==> src/common/raster_timing_pkg.sv <==
`default_nettype none
package raster_timing_pkg;

	// Register indexes; the byte address is four times the index.
	localparam logic [7:0] IDX_VTOTAL_LOW      = 8'h20;
	localparam logic [7:0] IDX_VTOTAL_HIGH     = 8'h21;
	localparam logic [7:0] IDX_VDISP_END_LOW   = 8'h22;
	localparam logic [7:0] IDX_VDISP_END_HIGH  = 8'h23;
	localparam logic [7:0] IDX_VBLANK_ST_LOW   = 8'h24;
	localparam logic [7:0] IDX_VBLANK_ST_HIGH  = 8'h25;
	localparam logic [7:0] IDX_VBLANK_END_LOW  = 8'h26;
	localparam logic [7:0] IDX_VBLANK_END_HIGH = 8'h27;
	localparam logic [7:0] IDX_VSYNC_ST_LOW    = 8'h28;
	localparam logic [7:0] IDX_VSYNC_ST_HIGH   = 8'h29;
	localparam logic [7:0] IDX_VSYNC_END_BYTE  = 8'h2A;
	localparam logic [7:0] IDX_SPLIT_LOW       = 8'h2C;
	localparam logic [7:0] IDX_SPLIT_HIGH      = 8'h2D;
	localparam logic [7:0] IDX_CURSOR_X_LOW    = 8'h30;
	localparam logic [7:0] IDX_CURSOR_X_HIGH   = 8'h31;
	localparam logic [7:0] IDX_CURSOR_X_PRESET = 8'h32;
	localparam logic [7:0] IDX_CURSOR_Y_LOW    = 8'h33;
	localparam logic [7:0] IDX_CURSOR_Y_HIGH   = 8'h34;
	localparam logic [7:0] IDX_CURSOR_Y_PRESET = 8'h35;
	localparam logic [7:0] IDX_CURSOR_VIS      = 8'h36;
	localparam logic [7:0] IDX_LINE_STATUS     = 8'h3E;
	localparam logic [7:0] IDX_LINE_STATUS_HI  = 8'h3F;

	localparam int LINE_WIDTH   = 11;
	localparam int PRESET_WIDTH = 6;
	localparam int CURSOR_SIZE  = 64;
	localparam logic [5:0] CURSOR_LAST = 6'h3F;
	localparam int VIS_BIT      = 0;
	localparam int LEGACY_BIT   = 5;

	localparam logic [15:0] VTOTAL_RESET   = 16'h020C;
	localparam logic [15:0] VDISP_RESET    = 16'h01DF;
	localparam logic [15:0] VBLANK_ST_RESET = 16'h01DF;
	localparam logic [15:0] VBLANK_END_RESET = 16'h020C;
	localparam logic [15:0] VSYNC_ST_RESET = 16'h01E9;
	localparam logic [7:0]  VSYNC_END_RESET = 8'hEB;
	localparam logic [15:0] ZERO16_RESET   = 16'h0000;

endpackage
`default_nettype wire

==> src/rtl/raster_timing_unit.sv <==
// Behaviour
// - Blanking end is an 11-bit line position; value n means line n+1.
// - Sync start value n puts the sync pulse start at line n+1.
// - Sync end register holds only the low byte; full end derived from start.
// - Reading sync end gives a value that restores the same behaviour.
// - Line compare value n ends the scrollable region after line n.
// - Cursor horizontal start value n places the cursor at pixel n.
// - Cursor vertical start value n places the first cursor row at line n.
// - Horizontal preset picks the first cursor column; output stops at column 63.
// - Vertical preset picks the first cursor row; output stops at row 63.
// - Visibility bit 0 shows the cursor when one, suppresses it when zero.
// - Frame length is vertical total plus one lines.
// - Display end value n ends the active picture after n+1 lines.
`default_nettype none
module raster_timing_unit
	import raster_timing_pkg::*;
#(
	parameter int PIXEL_WIDTH = 11
)(
	input  wire logic                   ref_clk,
	input  wire logic                   reset,
	input  wire logic                   psel,
	input  wire logic                   penable,
	input  wire logic                   pwrite,
	input  wire logic [11:0]            paddr,
	input  wire logic [31:0]            pwdata,
	output logic [31:0]                 prdata,
	output logic                        pready,
	output logic                        pslverr,
	input  wire logic                   line_start,
	input  wire logic                   pixel_start,
	input  wire logic [PIXEL_WIDTH-1:0] pixel_pos,
	output logic                        vblank,
	output logic                        vsync,
	output logic                        active_video,
	output logic                        scroll_region,
	output logic                        cursor_window,
	output logic [5:0]                  cursor_col,
	output logic [5:0]                  cursor_row
);

	logic [15:0] vtotal;
	logic [15:0] vdisp_end;
	logic [15:0] vblank_start;
	logic [15:0] vblank_end;
	logic [15:0] vsync_start;
	logic [7:0]  vsync_end_byte;
	logic [15:0] scroll_split;
	logic [15:0] cursor_x;
	logic [15:0] cursor_y;
	logic [5:0]  cursor_x_preset;
	logic [5:0]  cursor_y_preset;
	logic        cursor_visible;
	logic [LINE_WIDTH-1:0] line;
	logic        in_sync;
	logic        in_blank;
	logic        in_cursor_rows;
	logic [5:0]  row_index;
	logic        in_cursor_cols;
	logic [5:0]  col_index;

	// A line field value n refers to line n counted from zero; only the low 11 bits are kept.
	function automatic logic [LINE_WIDTH-1:0] line_of(input logic [15:0] value);
		line_of = value[LINE_WIDTH-1:0];
	endfunction

	wire [7:0]  index       = paddr[9:2];
	wire        setup_write = psel && penable && pwrite;
	wire        word_ok     = (paddr[1:0] == 2'b00) && (paddr[11:10] == 2'b00);
	wire [7:0]  wbyte       = pwdata[7:0];

	// Frame wraps after line vtotal, giving vtotal+1 lines.
	// frame length
	wire        frame_end   = (line == line_of(vtotal));
	wire [LINE_WIDTH-1:0] next_line = frame_end ? '0 : line + 1'b1;

	// Sync begins on the line after the programmed start value.
	// sync start
	wire        sync_on     = (next_line == line_of(vsync_start) + 1'b1);
	wire        sync_off    = (next_line[7:0] == vsync_end_byte + 8'h01);
	wire        blank_on    = (next_line == line_of(vblank_start) + 1'b1);
	wire        blank_off   = (next_line == line_of(vblank_end) + 1'b1);
	wire        next_active = (next_line <= line_of(vdisp_end));
	wire        next_scroll = (next_line <= line_of(scroll_split));
	wire        row_first   = (next_line == line_of(cursor_y));

	wire        row_last    = (row_index == CURSOR_LAST);
	wire        col_first   = pixel_start && (pixel_pos == cursor_x[PIXEL_WIDTH-1:0]);
	wire        col_last    = (col_index == CURSOR_LAST);
	wire        next_in_cols = col_first ? 1'b1 : (pixel_start && col_last) ? 1'b0
		: in_cursor_cols;
	wire [5:0]  next_col    = col_first ? cursor_x_preset
		: (pixel_start && in_cursor_cols && !col_last) ? col_index + 6'h01 : col_index;

	// The stored byte is returned as written, bit 5 included, so a read gives the same value back.
	// save and restore readback
	wire [7:0]  vsync_end_read = vsync_end_byte;

	logic [15:0] read_mux;
	always_comb
	begin
		case (index)
			IDX_VTOTAL_LOW:      read_mux = {8'h00, vtotal[7:0]};
			IDX_VTOTAL_HIGH:     read_mux = {8'h00, vtotal[15:8]};
			IDX_VDISP_END_LOW:   read_mux = {8'h00, vdisp_end[7:0]};
			IDX_VDISP_END_HIGH:  read_mux = {8'h00, vdisp_end[15:8]};
			IDX_VBLANK_ST_LOW:   read_mux = {8'h00, vblank_start[7:0]};
			IDX_VBLANK_ST_HIGH:  read_mux = {8'h00, vblank_start[15:8]};
			IDX_VBLANK_END_LOW:  read_mux = {8'h00, vblank_end[7:0]};
			IDX_VBLANK_END_HIGH: read_mux = {8'h00, vblank_end[15:8]};
			IDX_VSYNC_ST_LOW:    read_mux = {8'h00, vsync_start[7:0]};
			IDX_VSYNC_ST_HIGH:   read_mux = {8'h00, vsync_start[15:8]};
			IDX_VSYNC_END_BYTE:  read_mux = {8'h00, vsync_end_read};
			IDX_SPLIT_LOW:       read_mux = {8'h00, scroll_split[7:0]};
			IDX_SPLIT_HIGH:      read_mux = {8'h00, scroll_split[15:8]};
			IDX_CURSOR_X_LOW:    read_mux = {8'h00, cursor_x[7:0]};
			IDX_CURSOR_X_HIGH:   read_mux = {8'h00, cursor_x[15:8]};
			IDX_CURSOR_X_PRESET: read_mux = {10'h000, cursor_x_preset};
			IDX_CURSOR_Y_LOW:    read_mux = {8'h00, cursor_y[7:0]};
			IDX_CURSOR_Y_HIGH:   read_mux = {8'h00, cursor_y[15:8]};
			IDX_CURSOR_Y_PRESET: read_mux = {10'h000, cursor_y_preset};
			IDX_CURSOR_VIS:      read_mux = {15'h0000, cursor_visible};
			IDX_LINE_STATUS:     read_mux = {8'h00, line[7:0]};
			IDX_LINE_STATUS_HI:  read_mux = {5'h00, in_sync, in_blank, 6'h00,
				line[LINE_WIDTH-1:8]};
			default:             read_mux = 16'h0000;
		endcase
	end

	wire mapped = word_ok && (index >= IDX_VTOTAL_LOW) && (index <= IDX_LINE_STATUS_HI)
		&& (index != 8'h2B) && (index != 8'h2E) && (index != 8'h2F)
		&& (index != 8'h37) && (index < 8'h38 || index > 8'h3D);

	// Bus answers in the first access cycle, so pready is held high.
	always_ff @(posedge ref_clk)
	begin
		if (reset)
		begin
			prdata  <= 32'h0000_0000;
			pready  <= 1'b0;
			pslverr <= 1'b0;
		end
		else
		begin
			pready  <= 1'b1;
			pslverr <= psel && !penable && !mapped;
			prdata  <= (psel && !penable && !pwrite && mapped) ? {16'h0000, read_mux}
				: 32'h0000_0000;
		end
	end

	always_ff @(posedge ref_clk)
	begin
		if (reset)
		begin
			vtotal          <= VTOTAL_RESET;
			vdisp_end       <= VDISP_RESET;
			vblank_start    <= VBLANK_ST_RESET;
			vblank_end      <= VBLANK_END_RESET;
			vsync_start     <= VSYNC_ST_RESET;
			vsync_end_byte  <= VSYNC_END_RESET;
			scroll_split    <= ZERO16_RESET;
			cursor_x        <= ZERO16_RESET;
			cursor_y        <= ZERO16_RESET;
			cursor_x_preset <= 6'h00;
			cursor_y_preset <= 6'h00;
			cursor_visible  <= 1'b0;
		end
		else if (setup_write && mapped)
		begin
			case (index)
				IDX_VTOTAL_LOW:      vtotal[7:0]        <= wbyte;
				IDX_VTOTAL_HIGH:     vtotal[15:8]       <= wbyte;
				IDX_VDISP_END_LOW:   vdisp_end[7:0]     <= wbyte;
				IDX_VDISP_END_HIGH:  vdisp_end[15:8]    <= wbyte;
				IDX_VBLANK_ST_LOW:   vblank_start[7:0]  <= wbyte;
				IDX_VBLANK_ST_HIGH:  vblank_start[15:8] <= wbyte;
				IDX_VBLANK_END_LOW:  vblank_end[7:0]    <= wbyte;
				IDX_VBLANK_END_HIGH: vblank_end[15:8]   <= wbyte;
				IDX_VSYNC_ST_LOW:    vsync_start[7:0]   <= wbyte;
				IDX_VSYNC_ST_HIGH:   vsync_start[15:8]  <= wbyte;
				IDX_VSYNC_END_BYTE:  vsync_end_byte     <= wbyte;
				IDX_SPLIT_LOW:       scroll_split[7:0]  <= wbyte;
				IDX_SPLIT_HIGH:      scroll_split[15:8] <= wbyte;
				IDX_CURSOR_X_LOW:    cursor_x[7:0]      <= wbyte;
				IDX_CURSOR_X_HIGH:   cursor_x[15:8]     <= wbyte;
				IDX_CURSOR_X_PRESET: cursor_x_preset    <= wbyte[PRESET_WIDTH-1:0];
				IDX_CURSOR_Y_LOW:    cursor_y[7:0]      <= wbyte;
				IDX_CURSOR_Y_HIGH:   cursor_y[15:8]     <= wbyte;
				IDX_CURSOR_Y_PRESET: cursor_y_preset    <= wbyte[PRESET_WIDTH-1:0];
				IDX_CURSOR_VIS:      cursor_visible     <= wbyte[VIS_BIT];
				default:             cursor_visible     <= cursor_visible;
			endcase
		end
	end

	// Vertical state advances once per line on the line_start strobe.
	always_ff @(posedge ref_clk)
	begin
		if (reset)
		begin
			line           <= '0;
			in_sync        <= 1'b0;
			in_blank       <= 1'b0;
			in_cursor_rows <= 1'b0;
			row_index      <= 6'h00;
			active_video   <= 1'b0;
			scroll_region  <= 1'b0;
		end
		else if (line_start)
		begin
			line          <= next_line;
			active_video  <= next_active;
			scroll_region <= next_scroll;
			// On is tested first; a start whose low byte equals the end byte keeps sync on.
			in_sync       <= sync_on ? 1'b1 : sync_off ? 1'b0 : in_sync;
			in_blank      <= blank_on ? 1'b1 : blank_off ? 1'b0 : in_blank;
			if (row_first)
			begin
				in_cursor_rows <= 1'b1;
				row_index      <= cursor_y_preset;
			end
			else if (in_cursor_rows && row_last)
				in_cursor_rows <= 1'b0;
			else if (in_cursor_rows)
				row_index      <= row_index + 6'h01;
		end
	end

	always_ff @(posedge ref_clk)
	begin
		if (reset)
		begin
			in_cursor_cols <= 1'b0;
			col_index      <= 6'h00;
			cursor_window  <= 1'b0;
			cursor_col     <= 6'h00;
			cursor_row     <= 6'h00;
			vsync          <= 1'b0;
			vblank         <= 1'b0;
		end
		else
		begin
			in_cursor_cols <= line_start ? 1'b0 : next_in_cols;
			col_index      <= next_col;
			cursor_window  <= cursor_visible && in_cursor_rows && in_cursor_cols;
			cursor_col     <= col_index;
			cursor_row     <= row_index;
			vsync          <= in_sync;
			vblank         <= in_blank;
		end
	end

endmodule
`default_nettype wire

==> config.mk <==
export PLATFORM = sky130hd
export DESIGN_NAME = raster_timing_unit
export DESIGN_NICKNAME = d
export VERILOG_FILES = /design/src/common/raster_timing_pkg.sv /design/src/rtl/raster_timing_unit.sv
export SDC_FILE = /design/constraint.sdc
export NUM_CORES = 1
export LEC_CHECK = 0
export BUFFER_PORTS_ARGS = -buffer_cell sky130_fd_sc_hd__buf_4
export CAP_MARGIN = 20
export CORE_MARGIN = 1
export CORE_UTILIZATION = 35
export CTS_CLUSTER_DIAMETER = 80
export DETAILED_ROUTE_END_ITERATION = 16
export MAX_ROUTING_LAYER = met4
export PLACE_DENSITY_LB_ADDON = 0.2
export SLEW_MARGIN = 20
export SYNTH_ARGS = -nofsm -noshare
export SYNTH_HDL_FRONTEND = slang
export SYNTH_SLANG_ARGS = --single-unit
==> constraint.sdc <==
create_clock -name ref_clk -period 3.65 [get_ports ref_clk]
set_input_delay 0.1825 -clock ref_clk [delete_from_list [all_inputs] [get_ports ref_clk]]
set_output_delay 0.1825 -clock ref_clk [all_outputs]
set_load 0.01 [all_outputs]
* Word-level counts from Yosys, hierarchy flattened *
Index checks and enable logic that the tools add are counted.

cells by class
  divide/modulo/power cells = 0
  equality and inequality tests = 36
  $lt $le $gt $ge = 6
  $add $sub $neg = 7
  bitwise gates (word level) = 1
  $mul = 0
  shift-type cells = 0
  reduce and logical (&&, ||, !) cells = 61
  muxes and demuxes = 16

operator list
  operator                                                         number
  case mux 11 bit (22 select lines)                                1
  == test 8 x 6 -> 1 bit (second input constant)                   22
  == test 11 bit                                                   6
  AND reduction 2 bit                                              23
  adder 11 x 1 -> 11 bit (second input constant)                   4
  inequality test 8 x 6 -> 1 bit (second input constant)           4
  two-way mux 6 bit                                                5
  less-or-equal comparator 11 bit                                  2
  logical AND 1 bit                                                22
  adder 6 x 1 -> 6 bit (second input constant)                     2
  == test 6 bit (second input constant)                            2
  nonzero test 2 bit                                               6
  two-way mux 11 bit                                               1
  two-way mux 1 bit                                                9
  adder 8 x 1 -> 8 bit (second input constant)                     1
  == test 8 bit                                                    1
  >= comparator 8 x 6 -> 1 bit (second input constant)             1
  > comparator 8 x 6 -> 1 bit (second input constant)              1
  less-or-equal comparator 8 x 6 -> 1 bit (second input constant)  1
  < comparator 8 x 6 -> 1 bit (second input constant)              1
  logical NOT 1 bit                                                4
  logical NOT 2 bit                                                2
  OR reduction 2 bit                                               2
  AND reduction 3 bit                                              1
  other kinds (3)                                                  3

word-level totals
  latch bits = 0
  memory bits (read-only) = 0
  word-level logic and storage cells = 165
  flip-flop bits (word level) = 227
  memories kept = 0
  memory bits (writable) = 0
  input bits = 62
  output and inout bits = 51

* Logic depth before layout (Yosys ltp) *
Gate-level depths: netlist of run 1.

  word-level depth = 12
  mapped depth = 17
  gate-level depth less buffers = 15

* Worst setup path after synthesis of run 1 *
OpenSTA, ideal clock, no wires.

  kind = reg2reg
  start = register line[9]
  end = register scroll_region
  setup time = 91 ps
  cell stages (with the launch flop) = 18
  path slack = 374 ps
  arrival time = 3185 ps
  cells stage by stage = dfxtp_1 -> buf_2 -> xor2_1 -> nor4_2 -> and3_1 -> buf_6 -> buf_8 -> buf_4 -> nor2_2 -> ha_1 -> o21a_1 -> o21ai_0 -> nand2b_1 -> maj3_1 -> a21oi_1 -> maj3_1 -> o21ai_0 -> a311oi_1

between the ends
  cells in the longest elaborated chain, start to end = 3
  elaborated cells between the ends (all ways) = 4
  classes of those cells = add/sub: 1; order compare: 1; eq/ne: 1; mux: 1

ends and longest elaborated chain
  element                          line                       source
  start, declared                  raster_timing_unit.sv:54   logic [LINE_WIDTH-1:0] line;
  start signal, assigned           raster_timing_unit.sv:212  line <= next_line;
  == test 11 bit                   raster_timing_unit.sv:74   wire frame_end = (line == line_of(vtotal));
  two-way mux 11 bit               raster_timing_unit.sv:75   wire [LINE_WIDTH-1:0] next_line = frame_end ? '0 : line + 1'b1;
  via next_line[2]                 raster_timing_unit.sv:75
  less-or-equal comparator 11 bit  raster_timing_unit.sv:84   wire next_scroll = (next_line <= line_of(scroll_split));
  end signal, assigned             raster_timing_unit.sv:214  scroll_region <= next_scroll;
  end, declared                    raster_timing_unit.sv:36   output logic scroll_region,

The timed path passes the listed nets, and every way through them passes these cells.
A chain may end at the register's enable or synchronous reset.

* Worst setup path in the final report of run 1 *
  start = register vtotal[4]
  end = register scroll_region

between the ends
  cells in the longest elaborated chain, start to end = 3

ends and longest elaborated chain
  element                          line                       source
  start, declared                  raster_timing_unit.sv:42   logic [15:0] vtotal;
  start signal, assigned           raster_timing_unit.sv:172  IDX_VTOTAL_LOW: vtotal[7:0] <= wbyte;
  == test 11 bit                   raster_timing_unit.sv:74
  two-way mux 11 bit               raster_timing_unit.sv:75
  via next_line[2]                 raster_timing_unit.sv:75
  less-or-equal comparator 11 bit  raster_timing_unit.sv:84

The timed path passes the listed nets, and every way through them passes these cells.

==> impl_metrics.sql, run 1 <==
INSERT INTO impl_metrics (metric_group, metric, value, unit) VALUES
('placement', 'dp_hpwl', '29440', 'um'),
('cts', 'cts_max_path_buffers', '3', ''),
('worst_setup_path', 'cp.arrival', '3830', 'ps'),
('synthesis', 'ys_seq_elements', '205', ''),
('worst_setup_path', 'worst_setup_path_end_kind', 'flop', ''),
('floorplan', 'row_count', '65', ''),
('cts', 'clkLatencyLatePin', '530', 'ps'),
('sta', 'max_freq', '295.2', 'MHz'),
('route', 'finalWirelength', '40270', 'um'),
('worst_setup_path', 'cp.required', '4090', 'ps'),
('synthesis', 'synth_largest_area_cell', 'dfxtp_1', ''),
('sta', 'tightest_pin_transition', '1131', 'ps'),
('worst_setup_path', 'slowest_stage', 'nor2_2', ''),
('cells_and_area', 'nFillCells', '3183', ''),
('sta', 'period_minus_slack', '3388', 'ps'),
('sta', 'finalSetupTns', '0', 'ps'),
('sta', 'max_slew_margin', '24.31', '%'),
('cells_and_area', 'drive_gt1_share', '15.57', '%'),
('floorplan', 'floorplan.die.width', '181.0', 'um'),
('cts', 'clk_pin_slew_worst_paths', '60', 'ps'),
('synthesis', 'synthesis.area_per_instance', '9.025', 'sq um'),
('worst_setup_path', 'worst-path-stages', '13', ''),
('sta', 'timing.hold.ws', '74.38', 'ps'),
('placement', 'portBuffers', '66', ''),
('sta', 'final-hold-violation-count', '0', ''),
('global_route', 'grt_start_max_net_pins', '72', ''),
('cells_and_area', 'ff_latch_area', '4104', 'sq um'),
('route', 'drt-initial-drc-count', '854', ''),
('global_route', 'grt_first_pass_wirelength', '60730', 'um'),
('synthesis', 'synth_enable_flop_cells', '0', ''),
('worst_setup_path', 'cp_num_buf_inv', '0', ''),
('global_route', 'grt_antenna_before_repair', '0', ''),
('sta', 'setup_viol', '0', ''),
('worst_setup_path', 'crit_path_max_fanout', '7', ''),
('route', 'routedWlPerCell', '23.09', 'um'),
('cts', 'cts_tree', 'yes', ''),
('route', 'postRouteAntennaNets', '0', ''),
('route', 'routed_via_density', '5.603', ''),
('global_route', 'grt_overflow_total', '0', ''),
('worst_setup_path', 'crit_path_cell_trace', 'xor2_1, nor4_4, and3_1, nor2_2, ha_1, o21a_1, o21ai_0, nand2b_1, maj3_1, a21oi_1, maj3_1, o21ai_0, a311oi_1', ''),
('floorplan', 'die_y', '181.0', 'um'),
('power', 'power.density', '379.2', 'nW/um^2'),
('synthesis', 'post_synthesis_async_set_or_reset_flop_share', '0', '%'),
('cts', 'ctsHtreeMaxLevel', '1', ''),
('sta', 'grt_setup_unrepaired', 'no', ''),
('synthesis', 'synth-main-ff-cell', 'dfxtp_1', ''),
('worst_setup_path', 'cp_top_family', 'simple AND/OR/NAND/NOR gates', ''),
('synthesis', 'post_synth_num_cell_types', '77', ''),
('sta', 'final-max-slew-violation-count', '0', ''),
('synthesis', 'synth.yosys.seq_area_share', '36.58', '%'),
('worst_setup_path', 'cp-start-kind', 'flop', ''),
('floorplan', 'coreArea', '31560', 'sq um'),
('run_status', 'status', 'complete, no violations', ''),
('power', 'total_leakage_power', '4.799', 'nW'),
('worst_setup_path', 'cp_class', 'flop to flop', ''),
('sta', 'post-route-period-util', '92.82', '%'),
('cells_and_area', 'post-route-cell-area', '13030', 'sq um'),
('cts', 'tritoncts.num_buffers', '25', ''),
('synthesis', 'mappedNetlistArea', '11220', 'sq um'),
('synthesis', 'synth_top_area_share', '36.58', '%'),
('route', 'drt_pre_antenna_iters', '7', ''),
('cells_and_area', 'n_antenna_cell', '0', ''),
('synthesis', 'synth.area.top_cells', 'dfxtp_1 37%, mux2i_1 14%, nor2_1 6.3%', ''),
('hold_path', 'hold_path_class', 'input pin to flop', ''),
('sta', 'fin_skew', '24.05', 'ps'),
('floorplan', 'floorplan.die_area', '32770', 'sq um'),
('cts', 'clockRootBuffer', 'clkbuf_16', ''),
('worst_setup_path', 'worst_r2r_path_depth', '13', ''),
('worst_setup_path', 'cpPeakStageDelay', '510', 'ps'),
('cells_and_area', 'design.final.nets', '1412', ''),
('route', 'num_vias', '9771', '');
==> synth_stat cells (all sizes together) (28+ instances only) <==
cell type	number
buf	55
clkbuf	37
dfxtp	205
inv	30
mux2i	155
nand2	73
nand3	33
nand4	29
nor2	194
nor3	38
xnor2	69
xor2	28
==> report_power, final <==
| group | switching, mW | internal (mW) |
|---|---|---|
| combinational | 0.208 | 0.106 |
| clock | 0.979 | 1.39 |
| sequential | 0.00679 | 2.25 |
==> stage by stage <==
| stage | utilization, % | std cells | power [mW] | worst slack, ps |
|---|---|---|---|---|
| 3_5_place_dp | 38.74 | 1697 | 2.612 | 249.4 |
| 2_1_floorplan | - | 1264 | 2.504 | 373.7 |
| 6_report | 41.30 | 1744 | 4.942 | 261.9 |
| 3_3_place_gp | 38.74 | 1697 | 2.611 | 291.3 |
| 4_1_cts | 41.27 | 1744 | 4.979 | 210.0 |
| 5_1_grt | 41.30 | 1744 | 5.106 | 64.64 |
==> flip-flops by register name (all words and copies together), names as in the netlist, 8 cells and up <==
signal,cells
vdisp_end,16
scroll_split,16
vsync_end_byte,8
line,11
prdata,10
cursor_x,16
vtotal,16
vsync_start,16
cursor_y,16
vblank_end,16
vblank_start,16
==> kinds of logic after synthesis <==
group           after synthesis  synth area share [%]
buf+inv                     122                 5.443
compound gates              175                 11.97
simple gates                453                 20.64
mux                         160                 14.33
flops                       205                 36.58
other cells                   1               0.03343
xor+xnor                     98                 7.841
fa+ha+maj                    29                 3.156
==> layout make-up <==
cell class	instances	share of cell area [%]
repair buffers	126	7.316
flip-flops and latches	205	31.49
well taps	402	3.859
multi-input cells	937	50.58
clock inverters	7	0.5184
inverters	30	0.8641
clock buffers	37	5.376
==> placed cells by master (no fill, tap or decap), types with 12 or more instances in the layout <==
cell and count:
clkbuf_16 25, a222oi_1 14, and3_1 16, xnor2_1 69, nor2b_1 18, dfxtp_1 205, nor3_1 22, o21ai_0 12
mux2i_1 155, a21oi_1 22, conb_1 22, a221oi_1 19, nand2_1 72, a22oi_1 26, nor2_1 188, ha_1 25
xor2_1 27, inv_1 30, a22o_1 18, nand4_1 29, nand3_1 31, buf_4 123
==> metal layers <==
| layer | up-vias | global-route usage, % | part of all wire (%) |
|---|---|---|---|
| li1 | 4574 | - | - |
| met1 | 4752 | 33.35 | 44 |
| met2 | 383 | 39.58 | 46 |
| met3 | 62 | 3.407 | 7.0 |
| met4 | 0 | 8.576 | 3.4 |
| met5 | - | - | 0 |
==> final timing paths <==
kind	startpoint	to	slack, ps
max	vtotal[4]	scroll_region	260
min	reset	vtotal[10]	70
max reg2reg	vtotal[4]	scroll_region	260
min reg2reg	in_blank	prdata[9]	480
==> timing repair <==
item                       CTS  global route
hold endpoints to repair     1             0
hold buffers                 3             0
setup endpoints to repair    0             1
gates resized for setup      0             1
setup buffers                0             0
(Power assumes the default switching activity.)
==> run 2: changes to the inputs <==
--- a/config.mk
+++ b/config.mk
@@ -12,7 +12,7 @@
 export CTS_CLUSTER_DIAMETER = 80
 export DETAILED_ROUTE_END_ITERATION = 16
 export MAX_ROUTING_LAYER = met4
-export PLACE_DENSITY_LB_ADDON = 0.2
+export PLACE_DENSITY = 0.49
 export SLEW_MARGIN = 20
 export SYNTH_ARGS = -nofsm -noshare
 export SYNTH_HDL_FRONTEND = slang
==> run 2 against run 1 <==
Against the previous run: routed wire length rose by 3.9%; sequential share of layout area decreased by 0.24 points; global-route usage rose by 0.94 points; utilization up 0.32 points; via count increased by 0.64%; hold slack better by 16 ps; sequential power is essentially flat; clock-buffer cell count grew 2; first-iteration DRC count up 12%; critical path type unchanged; critical endpoint unchanged; largest cell class unchanged.
==> impl_metrics.sql, run 2 (synthesized netlist as in run 1, its figures left out) <==
INSERT INTO impl_metrics (metric_group, metric, value, unit) VALUES
('cts', 'hold_buffers', '3', ''),
('run_status', 'status', 'complete, no violations', ''),
('global_route', 'grt_first_pass_wirelength', '62020', 'um'),
('global_route', 'grt_pass1_vias', '9285', ''),
('run', 'maxCapViolations', '0', ''),
('cells_and_area', 'utilization', '41.62', '%'),
('route', 'postRouteAntennaNets', '0', ''),
('cts', 'postCtsSetupBuffers', '0', ''),
('cells_and_area', 'top_library_cells_by_usage_in_the_layout_fill_and_taps_aside', '205 x dfxtp_1, 188 x nor2_1, 155 x mux2i_1', ''),
('floorplan', 'initial_core_util', '35.55', '%'),
('worst_setup_path', 'cp_class', 'flop to flop', ''),
('power', 'total_leakage_power', '4.845', 'nW'),
('sta', 'setup_viol', '0', ''),
('route', 'drt-initial-drc-count', '956', ''),
('floorplan', 'row_count', '65', ''),
('cts', 'clkLatencyLatePin', '540', 'ps'),
('placement', 'portBuffers', '66', ''),
('placement', 'globalplace.congestion', '0.9531', ''),
('placement', 'dpl_worst_slack', '317.7', 'ps'),
('sta', 'max_freq', '296.9', 'MHz'),
('hold_path', 'hold_path_class', 'input pin to flop', ''),
('worst_setup_path', 'crit_path_max_fanout', '5', ''),
('route', 'remaining_drc_errors', '0', ''),
('cells_and_area', 'n_antenna_cell', '0', ''),
('route', 'num_vias', '9834', ''),
('hold_path', 'hold_path_startpoint', 'pixel_start', ''),
('global_route', 'grt_start_max_net_pins', '59', ''),
('floorplan', 'die_y', '181.0', 'um'),
('power', 'peakVddDrop', '0.0003626', 'V'),
('cts', 'cts_tree', 'yes', ''),
('worst_setup_path', 'critPathLaunch', 'vtotal[7]', ''),
('sta', 'fin_skew', '17.38', 'ps'),
('sta', 'grt_setup_unrepaired', 'no', ''),
('floorplan', 'coreArea', '31560', 'sq um'),
('worst_setup_path', 'timing.rr.start', 'vtotal[7]', ''),
('worst_setup_path', 'cp.required', '4100', 'ps'),
('cells_and_area', 'design.final.nets', '1414', ''),
('floorplan', 'floorplan.die.width', '181.0', 'um'),
('sta', 'tightest_pin_transition', '866.6', 'ps'),
('cts', 'clockRootBuffer', 'clkbuf_16', ''),
('cts', 'ctsHtreeMaxLevel', '1', ''),
('cts', 'clk_pin_slew_worst_paths', '60', 'ps'),
('sta', 'final-max-slew-violation-count', '0', ''),
('cts', 'cts_sinks', '205', ''),
('route', 'routed_via_density', '5.626', ''),
('floorplan', 'floorplan.io_pins', '113', ''),
('route', 'finalWirelength', '41830', 'um'),
('placement', 'dp_hpwl', '30110', 'um'),
('sta', 'final-hold-violation-count', '0', ''),
('global_route', 'groute.usage.overall', '26.19', '%'),
('cells_and_area', 'layout_commonest_cell', 'dfxtp_1', ''),
('global_route', 'grt_overflow_total', '0', ''),
('sta', 'setup_slack', '281.5', 'ps'),
('worst_setup_path', 'cp-start-kind', 'flop', ''),
('global_route', 'grt_antenna_before_repair', '0', ''),
('sta', 'finalSetupTns', '0', 'ps'),
('worst_setup_path', 'cp.arrival', '3820', 'ps'),
('sta', 'post-route-period-util', '92.29', '%'),
('route', 'routedWlPerCell', '23.93', 'um'),
('floorplan', 'floorplan.die_area', '32770', 'sq um'),
('power', 'power.density', '393.2', 'nW/um^2'),
('cells_and_area', 'drive_gt1_share', '16.12', '%'),
('cts', 'post_cts_resized', '0', ''),
('power', 'p_total', '5.165', 'mW'),
('worst_setup_path', 'worst_setup_path_end_kind', 'flop', ''),
('cells_and_area', 'layout-area-overhead-vs-synth', '17.08', '%'),
('cts', 'cts_max_path_buffers', '3', ''),
('sta', 'max_slew_margin', '42.01', '%'),
('route', 'drt_pre_antenna_iters', '8', ''),
('sta', 'period_minus_slack', '3368', 'ps'),
('cts', 'tritoncts.num_buffers', '26', '');
==> run 2: final timing paths <==
kind | to | slack (ps) | cells after the start
setup reg to reg | scroll_region | 280 | 15
setup / recovery | scroll_region | 280 | 15
hold reg to reg | prdata[9] | 480 | 1
hold / removal | in_cursor_cols | 90 | 4
==> run 2: layout make-up <==
type	instances	area (sq um)
fill	3248	18420
inverter	30	112.6
multi-input combinational	937	6583
sequential	205	4104
clock inverter	8	80.08
timing repair buffer	127	960.9
clock buffer	39	790.8
tap	402	503.0
==> run 2: per-layer routing <==
metal  track usage [%]  routed length (um)  vias to the layer above
met5                 -                   0                        -
met4             9.593                1625                        0
li1                  -                   -                     4588
met3             3.286                2874                       76
met2             39.77               18540                      379
met1             35.53               18780                     4791
==> run 2: power breakdown <==
group / switching, mW / internal, mW / total (mW)
Sequential: 0.00696 / 2.25 / 2.26
Clock: 1.03 / 1.56 / 2.59
Combinational: 0.212 / 0.106 / 0.318
Total: 1.25 / 3.92 / 5.16
==> run 2: critical path, cell delays in order (launching register included) <==
cell and delay, ps:
dfxtp_1 340, xor2_1 180, nor4_2 520, nand3_2 140, nand2_1 150, inv_1 120
ha_1 300, nor2b_1 140, o21a_1 160, o21ai_0 140, nand2b_1 80, maj3_1 350
a21oi_1 160, maj3_1 180, o21ai_0 80, a311oi_1 240
==> run 2: stage by stage <==
step	hold slack [ps]	cells	area, sq um
final	90.32	1748	13130
after CTS	72.40	1748	13130
after detailed placement	468.7	1698	12230
after global routing	115.5	1748	13130
after floorplan	345.4	1264	11300
after global placement	469.5	1698	12230
==> run 3: changes to the inputs <==
--- a/config.mk
+++ b/config.mk
@@ -5,7 +5,8 @@
 export SDC_FILE = /design/constraint.sdc
 export NUM_CORES = 1
 export LEC_CHECK = 0
-export BUFFER_PORTS_ARGS = -buffer_cell sky130_fd_sc_hd__buf_4
+export ABC_AREA = 1
+export BUFFER_PORTS_ARGS = -buffer_cell sky130_fd_sc_hd__buf_2
 export CAP_MARGIN = 20
 export CORE_MARGIN = 1
 export CORE_UTILIZATION = 35
==> run 3 against run 2 <==
Against the previous run: routed wire length is 4.9% lower; critical path depth up 1; setup slack better by 390 ps; synthesized cell count is 28% higher; clock skew increased by 5.2 ps; register-to-register slack better by 390 ps; power down 1.4%; design area down 4.3%; critical path type unchanged; sequential power barely moved; maximum frequency is 13% higher; global-route usage down 1.2 points; first-iteration DRC count is 13% lower.
==> impl_metrics.sql, run 3 <==
INSERT INTO impl_metrics (metric_group, metric, value, unit) VALUES
('run_status', 'status', 'complete, no violations', ''),
('cells_and_area', 'design.final.nets', '1735', ''),
('sta', 'post-route-period-util', '81.49', '%'),
('synthesis', 'syn_inst', '1594', ''),
('floorplan', 'initial_core_util', '35.97', '%'),
('cells_and_area', 'top_library_cells_by_usage_in_the_layout_fill_and_taps_aside', '246 x nand2_1, 230 x inv_1, 205 x dfxtp_1', ''),
('worst_setup_path', 'cp-start-kind', 'flop', ''),
('global_route', 'grt_overflow_total', '0', ''),
('synthesis', 'synth.top_cells.by_count', '246 x nand2_1, 231 x inv_1, 205 x dfxtp_1', ''),
('synthesis', 'synthMostInstantiatedCell', 'nand2_1', ''),
('cells_and_area', 'layout-area-overhead-vs-synth', '12.80', '%'),
('cts', 'clk_pin_slew_worst_paths', '70', 'ps'),
('worst_setup_path', 'timing.reg2reg.setup_slack', '680', 'ps'),
('sta', 'final-max-slew-violation-count', '0', ''),
('cts', 'clkLatencyLatePin', '540', 'ps'),
('cts', 'cts_tree', 'yes', ''),
('cts', 'clockRootBuffer', 'clkbuf_16', ''),
('sta', 'fin_skew', '22.57', 'ps'),
('floorplan', 'floorplan.die.width', '180.5', 'um'),
('synthesis', 'synth-main-ff-cell', 'dfxtp_1', ''),
('synthesis', 'post_synthesis_async_set_or_reset_flop_share', '0', '%'),
('cells_and_area', 'area_used_by_multi_input_combinational_logic', '5742', 'sq um'),
('sta', 'setup_slack', '675.7', 'ps'),
('synthesis', 'mappedNetlistArea', '11150', 'sq um'),
('power', 'peakVddDrop', '0.0004016', 'V'),
('global_route', 'grt_antenna_before_repair', '1', ''),
('synthesis', 'post_synth_num_cell_types', '47', ''),
('cts', 'tritoncts.num_buffers', '25', ''),
('synthesis', 'synth.yosys.seq_area_share', '36.82', '%'),
('worst_setup_path', 'critPathCapture', 'row_index[2]', ''),
('power', 'power.density', '405.0', 'nW/um^2'),
('route', 'num_vias', '10590', ''),
('route', 'finalWirelength', '39760', 'um'),
('global_route', 'grt_start_max_net_pins', '47', ''),
('cts', 'hold_buffers', '2', ''),
('placement', 'dpl_worst_slack', '762.0', 'ps'),
('synthesis', 'synth.area.top_cells', 'dfxtp_1 37%, nand2_1 8.3%, inv_1 7.8%', ''),
('sta', 'setup_viol', '0', ''),
('floorplan', 'die_y', '180.5', 'um'),
('synthesis', 'synth_top_area_share', '36.82', '%'),
('cts', 'post_cts_resized', '0', ''),
('sta', 'max_slew_margin', '40.58', '%'),
('sta', 'grt_setup_unrepaired', 'no', ''),
('cts', 'ctsHtreeMaxLevel', '1', ''),
('sta', 'period_minus_slack', '2974', 'ps'),
('worst_setup_path', 'timing.rr.start', 'line[1]', ''),
('worst_setup_path', 'worst_setup_path_end_kind', 'flop', ''),
('run', 'maxCapViolations', '0', ''),
('sta', 'max_freq', '336.2', 'MHz'),
('cts', 'cts_sinks', '205', ''),
('cells_and_area', 'nFillCells', '3273', ''),
('floorplan', 'floorplan.io_pins', '113', ''),
('worst_setup_path', 'critPathLaunch', 'line[1]', ''),
('cts', 'postCtsSetupBuffers', '0', ''),
('worst_setup_path', 'cp.required', '4060', 'ps'),
('cells_and_area', 'drive_gt1_share', '10.40', '%'),
('placement', 'globalplace.congestion', '0.9264', ''),
('global_route', 'groute.usage.overall', '24.98', '%'),
('worst_setup_path', 'worst_r2r_path_depth', '16', ''),
('cells_and_area', 'layout_commonest_cell', 'nand2_1', ''),
('floorplan', 'coreArea', '30990', 'sq um'),
('sta', 'tightest_pin_transition', '868.8', 'ps'),
('power', 'total_leakage_power', '5.434', 'nW'),
('worst_setup_path', 'cp.arrival', '3390', 'ps'),
('synthesis', 'yosys_warnings', '0', ''),
('synthesis', 'synthesis.area_per_instance', '6.992', 'sq um'),
('placement', 'dp_hpwl', '28780', 'um'),
('route', 'routed_via_density', '5.137', ''),
('route', 'remaining_drc_errors', '0', ''),
('synthesis', 'synth_largest_area_cell', 'dfxtp_1', ''),
('cts', 'cts_max_path_buffers', '3', ''),
('cells_and_area', 'ff_latch_area', '4104', 'sq um'),
('route', 'drt_pre_antenna_iters', '5', ''),
('floorplan', 'row_count', '64', ''),
('global_route', 'grt_pass1_vias', '9528', ''),
('synthesis', 'ys_seq_elements', '205', ''),
('sta', 'final-hold-violation-count', '0', ''),
('hold_path', 'hold_path_class', 'input pin to flop', ''),
('route', 'routedWlPerCell', '19.29', 'um'),
('synthesis', 'synth_enable_flop_cells', '0', ''),
('floorplan', 'floorplan.die_area', '32560', 'sq um'),
('placement', 'portBuffers', '66', ''),
('route', 'postRouteAntennaNets', '0', ''),
('worst_setup_path', 'crit_path_max_fanout', '13', ''),
('global_route', 'grt_first_pass_wirelength', '59960', 'um'),
('route', 'drt-initial-drc-count', '831', ''),
('sta', 'finalSetupTns', '0', 'ps'),
('worst_setup_path', 'worstReg2RegEnd', 'row_index[2]', ''),
('worst_setup_path', 'cp_class', 'flop to flop', '');
run 3: changes by cell type in the layout (fill, tap and decap cells not counted), sizes merged, moves of 57 or more:
| cell | delta |
|---|---|
| inv | +212 |
| nand2 | +190 |
| o21ai | +161 |
| mux2i | -155 |
| a21oi | +139 |
| nor2 | -72 |
| o22ai | +68 |
| xnor2 | -57 |
run 3: stage by stage:
| stage | power (mW) | instances | cell area, sq um | hold slack, ps | utilization [%] |
|---|---|---|---|---|---|
| 3_3_place_gp | 2.656 | 2015 | 11750 | 392.6 | 37.90 |
| 2_1_floorplan | 2.541 | 1615 | 11220 | 258.8 | - |
| 6_report | 5.092 | 2061 | 12570 | 20.13 | 40.57 |
| 4_1_cts | 5.139 | 2060 | 12570 | 3.911 | 40.56 |
| 3_5_place_dp | 2.656 | 2015 | 11750 | 394.1 | 37.90 |
| 5_1_grt | 5.271 | 2061 | 12570 | 42.47 | 40.57 |
run 3: kinds of logic after synthesis:
| family | Yosys count | share of synthesized area, % |
|---|---|---|
| other cells | 1 | 0.03365 |
| simple gates | 517 | 20.69 |
| compound gates | 451 | 22.10 |
| buf+inv | 330 | 12.37 |
| fa+ha+maj | 25 | 2.806 |
| xor+xnor | 65 | 5.175 |
| flops | 205 | 36.82 |
run 3: cell type report:
class,instances,share of cell area [%]
clock inverters,5,0.3981
repair buffers,86,3.861
diodes,1,0.01990
multi-input cells,1080,45.67
well taps,396,3.941
clock buffers,38,6.001
flip-flops and latches,205,32.64
inverters,250,7.464
run 3: worst min-delay path by stage:
stage                     endpoint         from  slack, ps  cells after the start
floorplan                  pslverr      penable        260                      1
global placement           pslverr      penable        390                      2
detailed placement         pslverr      penable        390                      2
CTS                 in_cursor_cols  pixel_start          4                      4
global route        in_cursor_cols  pixel_start         40                      4
finish              in_cursor_cols  pixel_start         20                      4
run 3: layer usage:
metal	wire length, um	up-vias	global-route usage (%)
met1	18380	4834	33.60
li1	-	5371	-
met2	17860	316	38.85
met4	1030	0	6.598
met3	2495	67	3.840
met5	0	-	-
run 3: report_power, final:
part / leakage (nW) / internal (mW) / switching, mW
sequential: 1.65 / 2.25 / 0.0124
clock: 0.401 / 1.48 / 1.00
combinational: 3.38 / 0.0999 / 0.246
total: 5.43 / 3.83 / 1.26
run 3: critical path, cell delays in order (launching register included):
cell	delay [ps]
dfxtp_1	470
ha_1	280
nand2_1	120
nor2_1	230
nand2_1	100
xor2_1	210
inv_1	140
nand2_2	330
nand2_1	110
nand2_1	140
nand3_1	100
nor2_2	160
nand3_4	150
nand2_4	130
inv_2	40
nor2_1	90
nor2_1	40
